`src/verilog/io_expander_pkg.sv`:
```
// Constants, types and register map of the sixteen-bit I2C I/O expander.
package io_expander_pkg;

	// Register pointers carried by the command byte.
	localparam logic [2:0] PTR_IN0 = 3'h0;
	localparam logic [2:0] PTR_IN1 = 3'h1;
	localparam logic [2:0] PTR_OUT0 = 3'h2;
	localparam logic [2:0] PTR_OUT1 = 3'h3;
	localparam logic [2:0] PTR_INV0 = 3'h4;
	localparam logic [2:0] PTR_INV1 = 3'h5;
	localparam logic [2:0] PTR_DIR0 = 3'h6;
	localparam logic [2:0] PTR_DIR1 = 3'h7;

	// Values after reset; a direction bit of one means input.
	localparam logic [7:0] DIR_RESET = 8'hFF;
	localparam logic [7:0] DRIVE_RESET = 8'hFF;
	localparam logic [7:0] INV_RESET = 8'h00;

	// Upper six address bits; the address pin supplies the lowest bit.
	localparam logic [5:0] ADDR_BASE = 6'h10;

	// Cycles after reset during which the latched inputs track the pins.
	localparam logic [1:0] PRIME_DONE = 2'h3;

	// Bits in one byte on the bus.
	localparam logic [3:0] BYTE_BITS = 4'h8;

	// Time from reset release to the first START that the host may send.
	localparam int RESET_TO_START_NS = 600;
	localparam int CLK_PERIOD_NS = 8;
	localparam int RESET_TO_START_CYCLES = (RESET_TO_START_NS + CLK_PERIOD_NS - 1) / CLK_PERIOD_NS;

	typedef enum logic [3:0] {
		ST_IDLE,
		ST_ADDR,
		ST_ADDR_ACK,
		ST_CMD,
		ST_CMD_ACK,
		ST_WDATA,
		ST_WACK,
		ST_RDATA,
		ST_RACK
	} bus_state_type;

endpackage

```
`src/verilog/io_expander.sv`:
```
// Sixteen-bit I/O expander with an I2C target port, sampled on the system clock.
`timescale 1ns/1ps

module io_expander (
	// Clock, reset and enable
	input wire logic i_mclk,
	input wire logic i_nrst,
	input wire logic i_ce,
	// I2C bus
	input wire logic i_scl,
	input wire logic i_sda,
	output logic o_sda_out,
	output logic o_sda_oe,
	input wire logic i_addr,
	// Change alert, open drain
	output logic o_int_out,
	output logic o_int_oe,
	// Port pins
	input wire logic [7:0] i_port0_pins,
	output logic [7:0] o_port0_pins,
	output logic [7:0] o_port0_pins_oe,
	input wire logic [7:0] i_port1_pins,
	output logic [7:0] o_port1_pins,
	output logic [7:0] o_port1_pins_oe
);

	typedef struct packed {
		logic [18:0] sync_m;
		logic [18:0] sync_s;
		logic prev_scl;
		logic prev_sda;
		io_expander_pkg::bus_state_type st;
		logic [7:0] sh;
		logic [3:0] bits;
		logic rw;
		logic nack;
		logic [2:0] ptr;
		logic [1:0][7:0] dir;
		logic [1:0][7:0] drive;
		logic [1:0][7:0] inv;
		logic [1:0][7:0] pin_oe;
		logic [1:0][7:0] latch;
		logic [1:0] prime;
		logic sda_oe;
		logic int_oe;
	} core_type;

	localparam core_type CORE_RESET = '{
		sync_m: 19'h00000,
		sync_s: 19'h00000,
		prev_scl: 1'b0,
		prev_sda: 1'b0,
		st: io_expander_pkg::ST_IDLE,
		sh: 8'h00,
		bits: 4'h0,
		rw: 1'b0,
		nack: 1'b0,
		ptr: 3'h0,
		dir: {io_expander_pkg::DIR_RESET, io_expander_pkg::DIR_RESET},
		drive: {io_expander_pkg::DRIVE_RESET, io_expander_pkg::DRIVE_RESET},
		inv: {io_expander_pkg::INV_RESET, io_expander_pkg::INV_RESET},
		pin_oe: ~{io_expander_pkg::DIR_RESET, io_expander_pkg::DIR_RESET},
		latch: 16'h0000,
		prime: 2'h0,
		sda_oe: 1'b0,
		int_oe: 1'b0
	};

	core_type s;
	core_type next_s;
	logic [15:0] pin_now;
	logic scl;
	logic sda;
	logic addr_pin;
	logic scl_rise;
	logic scl_fall;
	logic start_cond;
	logic stop_cond;
	logic [7:0] rd;
	logic [2:0] ptr_next;
	logic load;
	logic mismatch;

	////////////////////////////////////////////////////////////////////////////////
	// Sampled pins and bus events.

	assign pin_now = s.sync_s[15:0];
	assign sda = s.sync_s[16];
	assign scl = s.sync_s[17];
	assign addr_pin = s.sync_s[18];
	assign scl_rise = scl & ~s.prev_scl;
	assign scl_fall = ~scl & s.prev_scl;
	assign start_cond = scl & s.prev_scl & s.prev_sda & ~sda;
	assign stop_cond = scl & s.prev_scl & ~s.prev_sda & sda;

	// Auto-increment stays inside one register pair, so a burst alternates ports.
	assign ptr_next = {s.ptr[2:1], ~s.ptr[0]};

	// Only pins set as inputs can raise the alert.
	assign mismatch = (s.prime == io_expander_pkg::PRIME_DONE) &&
		(|((pin_now ^ s.latch) & s.dir));

	////////////////////////////////////////////////////////////////////////////////
	// Next state.

	always_comb begin
		next_s = s;
		load = 1'b0;
		case (s.ptr)
			io_expander_pkg::PTR_IN0: rd = pin_now[7:0] ^ s.inv[0];
			io_expander_pkg::PTR_IN1: rd = pin_now[15:8] ^ s.inv[1];
			io_expander_pkg::PTR_OUT0: rd = s.drive[0];
			io_expander_pkg::PTR_OUT1: rd = s.drive[1];
			io_expander_pkg::PTR_INV0: rd = s.inv[0];
			io_expander_pkg::PTR_INV1: rd = s.inv[1];
			io_expander_pkg::PTR_DIR0: rd = s.dir[0];
			default: rd = s.dir[1];
		endcase
		next_s.sync_m = {i_addr, i_scl, i_sda, i_port1_pins, i_port0_pins};
		next_s.sync_s = s.sync_m;
		next_s.prev_scl = scl;
		next_s.prev_sda = sda;
		// The synchronisers need two cycles to fill before the latch can be trusted.
		if (s.prime != io_expander_pkg::PRIME_DONE) begin
			next_s.prime = s.prime + 2'h1;
			next_s.latch = pin_now;
		end
		case (s.st)
			io_expander_pkg::ST_ADDR: begin
				if (scl_rise) begin
					next_s.sh = {s.sh[6:0], sda};
					next_s.bits = s.bits + 4'h1;
				end else if (scl_fall && s.bits == io_expander_pkg::BYTE_BITS) begin
					if (s.sh[7:1] == {io_expander_pkg::ADDR_BASE, addr_pin}) begin
						next_s.st = io_expander_pkg::ST_ADDR_ACK;
						next_s.sda_oe = 1'b1;
						next_s.rw = s.sh[0];
					end else begin
						// Another device is addressed: ignore the rest of the frame.
						next_s.st = io_expander_pkg::ST_IDLE;
					end
				end
			end
			io_expander_pkg::ST_ADDR_ACK: begin
				if (scl_fall) begin
					if (s.rw) begin
						load = 1'b1;
					end else begin
						next_s.st = io_expander_pkg::ST_CMD;
						next_s.sda_oe = 1'b0;
						next_s.bits = 4'h0;
					end
				end
			end
			io_expander_pkg::ST_CMD: begin
				if (scl_rise) begin
					next_s.sh = {s.sh[6:0], sda};
					next_s.bits = s.bits + 4'h1;
				end else if (scl_fall && s.bits == io_expander_pkg::BYTE_BITS) begin
					next_s.ptr = s.sh[2:0];
					next_s.st = io_expander_pkg::ST_CMD_ACK;
					next_s.sda_oe = 1'b1;
				end
			end
			io_expander_pkg::ST_CMD_ACK, io_expander_pkg::ST_WACK: begin
				if (scl_fall) begin
					next_s.st = io_expander_pkg::ST_WDATA;
					next_s.sda_oe = 1'b0;
					next_s.bits = 4'h0;
				end
			end
			io_expander_pkg::ST_WDATA: begin
				if (scl_rise) begin
					next_s.sh = {s.sh[6:0], sda};
					next_s.bits = s.bits + 4'h1;
				end else if (scl_fall && s.bits == io_expander_pkg::BYTE_BITS) begin
					// Writes to the read-only input registers are acknowledged and dropped.
					case (s.ptr)
						io_expander_pkg::PTR_OUT0: next_s.drive[0] = s.sh;
						io_expander_pkg::PTR_OUT1: next_s.drive[1] = s.sh;
						io_expander_pkg::PTR_INV0: next_s.inv[0] = s.sh;
						io_expander_pkg::PTR_INV1: next_s.inv[1] = s.sh;
						io_expander_pkg::PTR_DIR0: next_s.dir[0] = s.sh;
						io_expander_pkg::PTR_DIR1: next_s.dir[1] = s.sh;
						default: next_s.sh = s.sh;
					endcase
					next_s.ptr = ptr_next;
					next_s.st = io_expander_pkg::ST_WACK;
					next_s.sda_oe = 1'b1;
				end
			end
			io_expander_pkg::ST_RDATA: begin
				if (scl_rise) begin
					next_s.bits = s.bits + 4'h1;
				end else if (scl_fall) begin
					if (s.bits == io_expander_pkg::BYTE_BITS) begin
						next_s.st = io_expander_pkg::ST_RACK;
						next_s.sda_oe = 1'b0;
					end else begin
						next_s.sh = {s.sh[6:0], 1'b1};
						next_s.sda_oe = ~s.sh[6];
					end
				end
			end
			io_expander_pkg::ST_RACK: begin
				if (scl_rise) begin
					// Changes between byte load and this edge are lost, by design.
					if (s.ptr[2:1] == 2'h0) begin
						next_s.latch[s.ptr[0]] = s.ptr[0] ? pin_now[15:8] : pin_now[7:0];
					end
					next_s.nack = sda;
					next_s.ptr = ptr_next;
				end else if (scl_fall) begin
					if (s.nack) begin
						next_s.st = io_expander_pkg::ST_IDLE;
					end else begin
						load = 1'b1;
					end
				end
			end
			default: begin
				next_s.sda_oe = 1'b0;
			end
		endcase
		if (load) begin
			next_s.sh = rd;
			next_s.sda_oe = ~rd[7];
			next_s.bits = 4'h0;
			next_s.st = io_expander_pkg::ST_RDATA;
			if (s.ptr[2:1] == 2'h0) begin
				next_s.latch[s.ptr[0]] = s.ptr[0] ? pin_now[15:8] : pin_now[7:0];
			end
		end
		if (start_cond) begin
			next_s.st = io_expander_pkg::ST_ADDR;
			next_s.bits = 4'h0;
			next_s.sda_oe = 1'b0;
		end else if (stop_cond) begin
			next_s.st = io_expander_pkg::ST_IDLE;
			next_s.sda_oe = 1'b0;
		end
		next_s.int_oe = mismatch;
		// The pin enables are kept in their own flops so the pads see no inverter.
		next_s.pin_oe = ~next_s.dir;
	end

	////////////////////////////////////////////////////////////////////////////////
	// State register and outputs.

	// One reset input serves both the reset pin and power-on reset.
	always_ff @(posedge i_mclk) begin
		if (!i_nrst) begin
			s <= CORE_RESET;
		end else if (i_ce) begin
			s <= next_s;
		end
	end

	assign o_sda_out = 1'b0;
	assign o_sda_oe = s.sda_oe;
	assign o_int_out = 1'b0;
	assign o_int_oe = s.int_oe;
	assign o_port0_pins = s.drive[0];
	assign o_port1_pins = s.drive[1];
	assign o_port0_pins_oe = s.pin_oe[0];
	assign o_port1_pins_oe = s.pin_oe[1];
endmodule

```
`config.mk`:
```
export PLATFORM = sky130hd
export DESIGN_NAME = io_expander
export DESIGN_NICKNAME = d
export VERILOG_FILES = /design/src/verilog/io_expander_pkg.sv /design/src/verilog/io_expander.sv
export SDC_FILE = /design/constraint.sdc
export NUM_CORES = 1
export LEC_CHECK = 0
export ABC_AREA = 1
export BUFFER_PORTS_ARGS = -buffer_cell sky130_fd_sc_hd__buf_2
export CAP_MARGIN = 20
export CORE_MARGIN = 3
export CORE_UTILIZATION = 41
export DETAILED_ROUTE_END_ITERATION = 6
export GPL_TIMING_DRIVEN = 0
export HOLD_SLACK_MARGIN = 0.06
export PLACE_DENSITY = 0.72
export REMOVE_ABC_BUFFERS = 1
export SLEW_MARGIN = 20
export SYNTH_ARGS = -nofsm -noshare
export SYNTH_HDL_FRONTEND = slang
export SYNTH_SLANG_ARGS = --single-unit
```
`constraint.sdc`:
```
create_clock -name i_mclk -period 1.8 [get_ports i_mclk]
set_input_delay 0.36 -clock i_mclk [delete_from_list [all_inputs] [get_ports i_mclk]]
set_output_delay 0.36 -clock i_mclk [all_outputs]
set_load 0.03 [all_outputs]
```
==> flow_summary.json <==
{
  "run_status": "finished, final reports clean",
  "cts_tree": "built",
  "synthesis.instances": 1059,
  "max_freq_mhz": 575.5,
  "seq_area_sq_um": 2930,
  "synth_xor_area_frac": 0.005979,
  "grt_pass1_wl_mm": 32.40,
  "rsz0062_at_grt": "true",
  "cp-end-kind": "flip-flop",
  "place_area_sq_um": 7471,
  "preCtsSetupSlack_ns": -0.8674,
  "worstMarginPinSlew_ns": 0.5482,
  "syn-cell-area_sq_um": 7325,
  "start_util": 0.4205,
  "cts_sinks": 145,
  "fin_crit_sh": 0.9653,
  "crit_path_cell_trace": "inv_2, ha_4, nand3_4, nor2_4, inv_2, nor2_4, buf_6, nand2_8, a21oi_1, o21ai_1, nand2_1, nor2_1",
  "multiInputGateArea_sq_um": 3791,
  "muxShareOfSynthArea": 0,
  "clkPwrFrac": 0.468,
  "fillers": 1702,
  "power_frac_comb": 0.101,
  "cp.arrival_ns": 2.06,
  "cts_buffers": 17,
  "syn_to_final_growth_pct": 19.15,
  "layout_commonest_cell": "nand2_1",
  "die_h_microns": 139.7,
  "dieArea_sq_um": 19500,
  "worstSkewPairLatency_ns": 0.43,
  "syn_area_per_cell_sq_um": 6.916,
  "synth_cell_types": 42,
  "dr.pass1.iters": 6,
  "drv_cap": 0,
  "hold_buffers": 0,
  "setup_slack_ns": 0.06249,
  "synth_top_family_by_area": "simple AND/OR/NAND/NOR gates",
  "synth_warnings": 0,
  "hold_class": "in -> reg",
  "fin_cells": 1335,
  "worstPathRequired_ns": 2.13,
  "hold_violations": 0,
  "antenna_found_initial": 0,
  "max_stage_delay_ns": 0.33,
  "synth_compound_area_frac": 0.1951,
  "avgRoutedWirePerCell_microns": 15.31,
  "critical_path.max_fanout": 15,
  "relSlewSlack": 0.6345,
  "finalPower_mw": 8.031,
  "cpMaxStageDelayCell": "dfxtp_2",
  "clkTransAtPathRegs_ns": 0.06,
  "n_antenna_cell": 0,
  "ctsHtreeMaxLevel": 4,
  "synth_top_area_cell": "dfxtp_1",
  "yosysSeqAreaShare": 0.3963,
  "synthTopCellsByArea": "dfxtp_1, nand2_1, nor2_1",
  "powerDensity_nw_per_um2": 920.2,
  "drive_gt1_frac": 0.2090,
  "hpwl_mm": 13.18,
  "seq_power_share": 0.430,
  "drc": 0,
  "clk_path_buf_depth": 2,
  "holdWs_ns": 0.1505,
  "via_count": 6974,
  "vdd_ir_drop_max_mv": 0.6504,
  "pin_count": 58,
  "synth_seq_cells": 145,
  "skew_ns": 0.007131,
  "worst_setup_path_start_kind": "flip-flop",
  "grt_use_total": 0.2042,
  "rows": 48,
  "leakagePower_nw": 3.841,
  "die_x_microns": 139.7,
  "coreArea_sq_um": 17420,
  "grt_max_degree": 73,
  "internal-power_mw": 5.949,
  "ant_nets": 0,
  "sw_frac_of_total": 0.2593,
  "synthSimpleGateAreaFrac": 0.2771,
  "fin_util": 0.5011,
  "r2r_slack_ns": 0.06,
  "stdcell_area_sq_um": 8727,
  "final_cell_mix": "nand2_1, nor2_1, dfxtp_1, a21oi_1, o21ai_0",
  "port-buffer-count": 55,
  "slew_violations": 0,
  "synth_top_area_frac": 0.3963,
  "first_global_vias": 6304,
  "crit_type": "reg -> reg",
  "cts_root_buffer": "clkbuf_16",
  "setup-tns-final_ns": 0,
  "place_congestion": 0.8838,
  "period_needed_ns": 1.738,
  "viasPerCell": 5.224,
  "setup_viol": 0,
  "synth_fa_ha_area_frac": 0.005125,
  "nets": 1122,
  "wl_mm": 20.44,
  "dpl.cell_count": 1264,
  "switching_power_mw": 2.082,
  "drtIter0Drc": 434,
  "overflow": 0
}
==> cells in the mapped netlist, drive strengths merged <==
library cell / n
nand4: 15
o21ai: 122
o22ai: 5
ha: 3
clkinv: 3
xnor2: 1
a211oi: 2
conb: 1
o211ai: 28
o2111ai: 1
nor4: 2
o31ai: 1
a21oi: 95
buf: 57
clkbuf: 22
nand3: 55
nand2: 201
nor3: 9
xor2: 4
nor2: 188
inv: 99
dfxtp: 145
==> power by group through the flow <==
stage | clock network, mW | registers [mW] | logic, mW
3_3_place_gp | 0 | 3.52 | 0.730
4_1_cts | 3.78 | 3.45 | 0.779
5_1_grt | 3.92 | 3.47 | 0.916
2_1_floorplan | 0 | 3.54 | 0.459
3_5_place_dp | 0 | 3.52 | 0.753
6_report | 3.76 | 3.46 | 0.815
==> sequential cells by signal, summed over array words and instances, names as in the netlist <==
name and flops:
s 71, next_s 21, pin_now 16, o_port0_pins 8
o_port0_pins_oe 8, o_port1_pins 8, o_port1_pins_oe 8, ptr_next 2
addr_pin 1, o_int_oe 1, o_sda_oe 1
==> metal layers <==
metal  track usage  up-vias  part of all wire
li1              -     3520                 -
met1        0.2797     3190              0.46
met2        0.3148      226              0.45
met3       0.04192       38             0.062
met4       0.08414        0             0.025
met5             0        -                 0
==> worst max-delay path, delay by kind of cell, from the launching register on <==
| family | cells | cell delay (ns) |
|---|---|---|
| and+or+nand+nor | 6 | 0.62 |
| DFF | 1 | 0.33 |
| buffers and inverters | 3 | 0.29 |
| AOI/OAI and AO/OA | 2 | 0.25 |
| adders and majority gates | 1 | 0.14 |
==> final cells by class <==
class / instances / area share
clock buffers: 19 / 0.04961
clock inverters: 13 / 0.02108
inverters: 102 / 0.04789
multi-input cells: 735 / 0.4344
flip-flops and latches: 145 / 0.3358
well taps: 225 / 0.03226
repair buffers: 96 / 0.07900
==> final timing paths <==
| kind | endpoint | start | cells after the start |
|---|---|---|---|
| setup / recovery | o_port1_pins_oe[0] | s[90] | 12 |
| hold / removal | next_s[109] | i_port0_pins[2] | 3 |
| setup reg to reg | o_port1_pins_oe[0] | s[90] | 12 |
| hold reg to reg | o_port0_pins_oe[4] | o_port0_pins_oe[4] | 2 |
==> logic make-up (layout without fill, tap and decap cells) <==
kind of cell | count (synthesis) | in the layout
simple gates | 470 | 471
compound gates | 254 | 254
buf+inv | 181 | 230
flops | 145 | 145
xor+xnor | 5 | 5
fa+ha+maj | 3 | 3
other cells | 1 | 2
==> timing repair <==
action / CTS / global route
endpoints found under the setup margin: 97 / 95
gates cloned: 1 / 0
hold endpoints to repair: 0 / 0
resized for setup: 32 / 65
pin swaps: 9 / 21
buffers inserted: 17 / 21
Power figures use the tool's default switching activity.
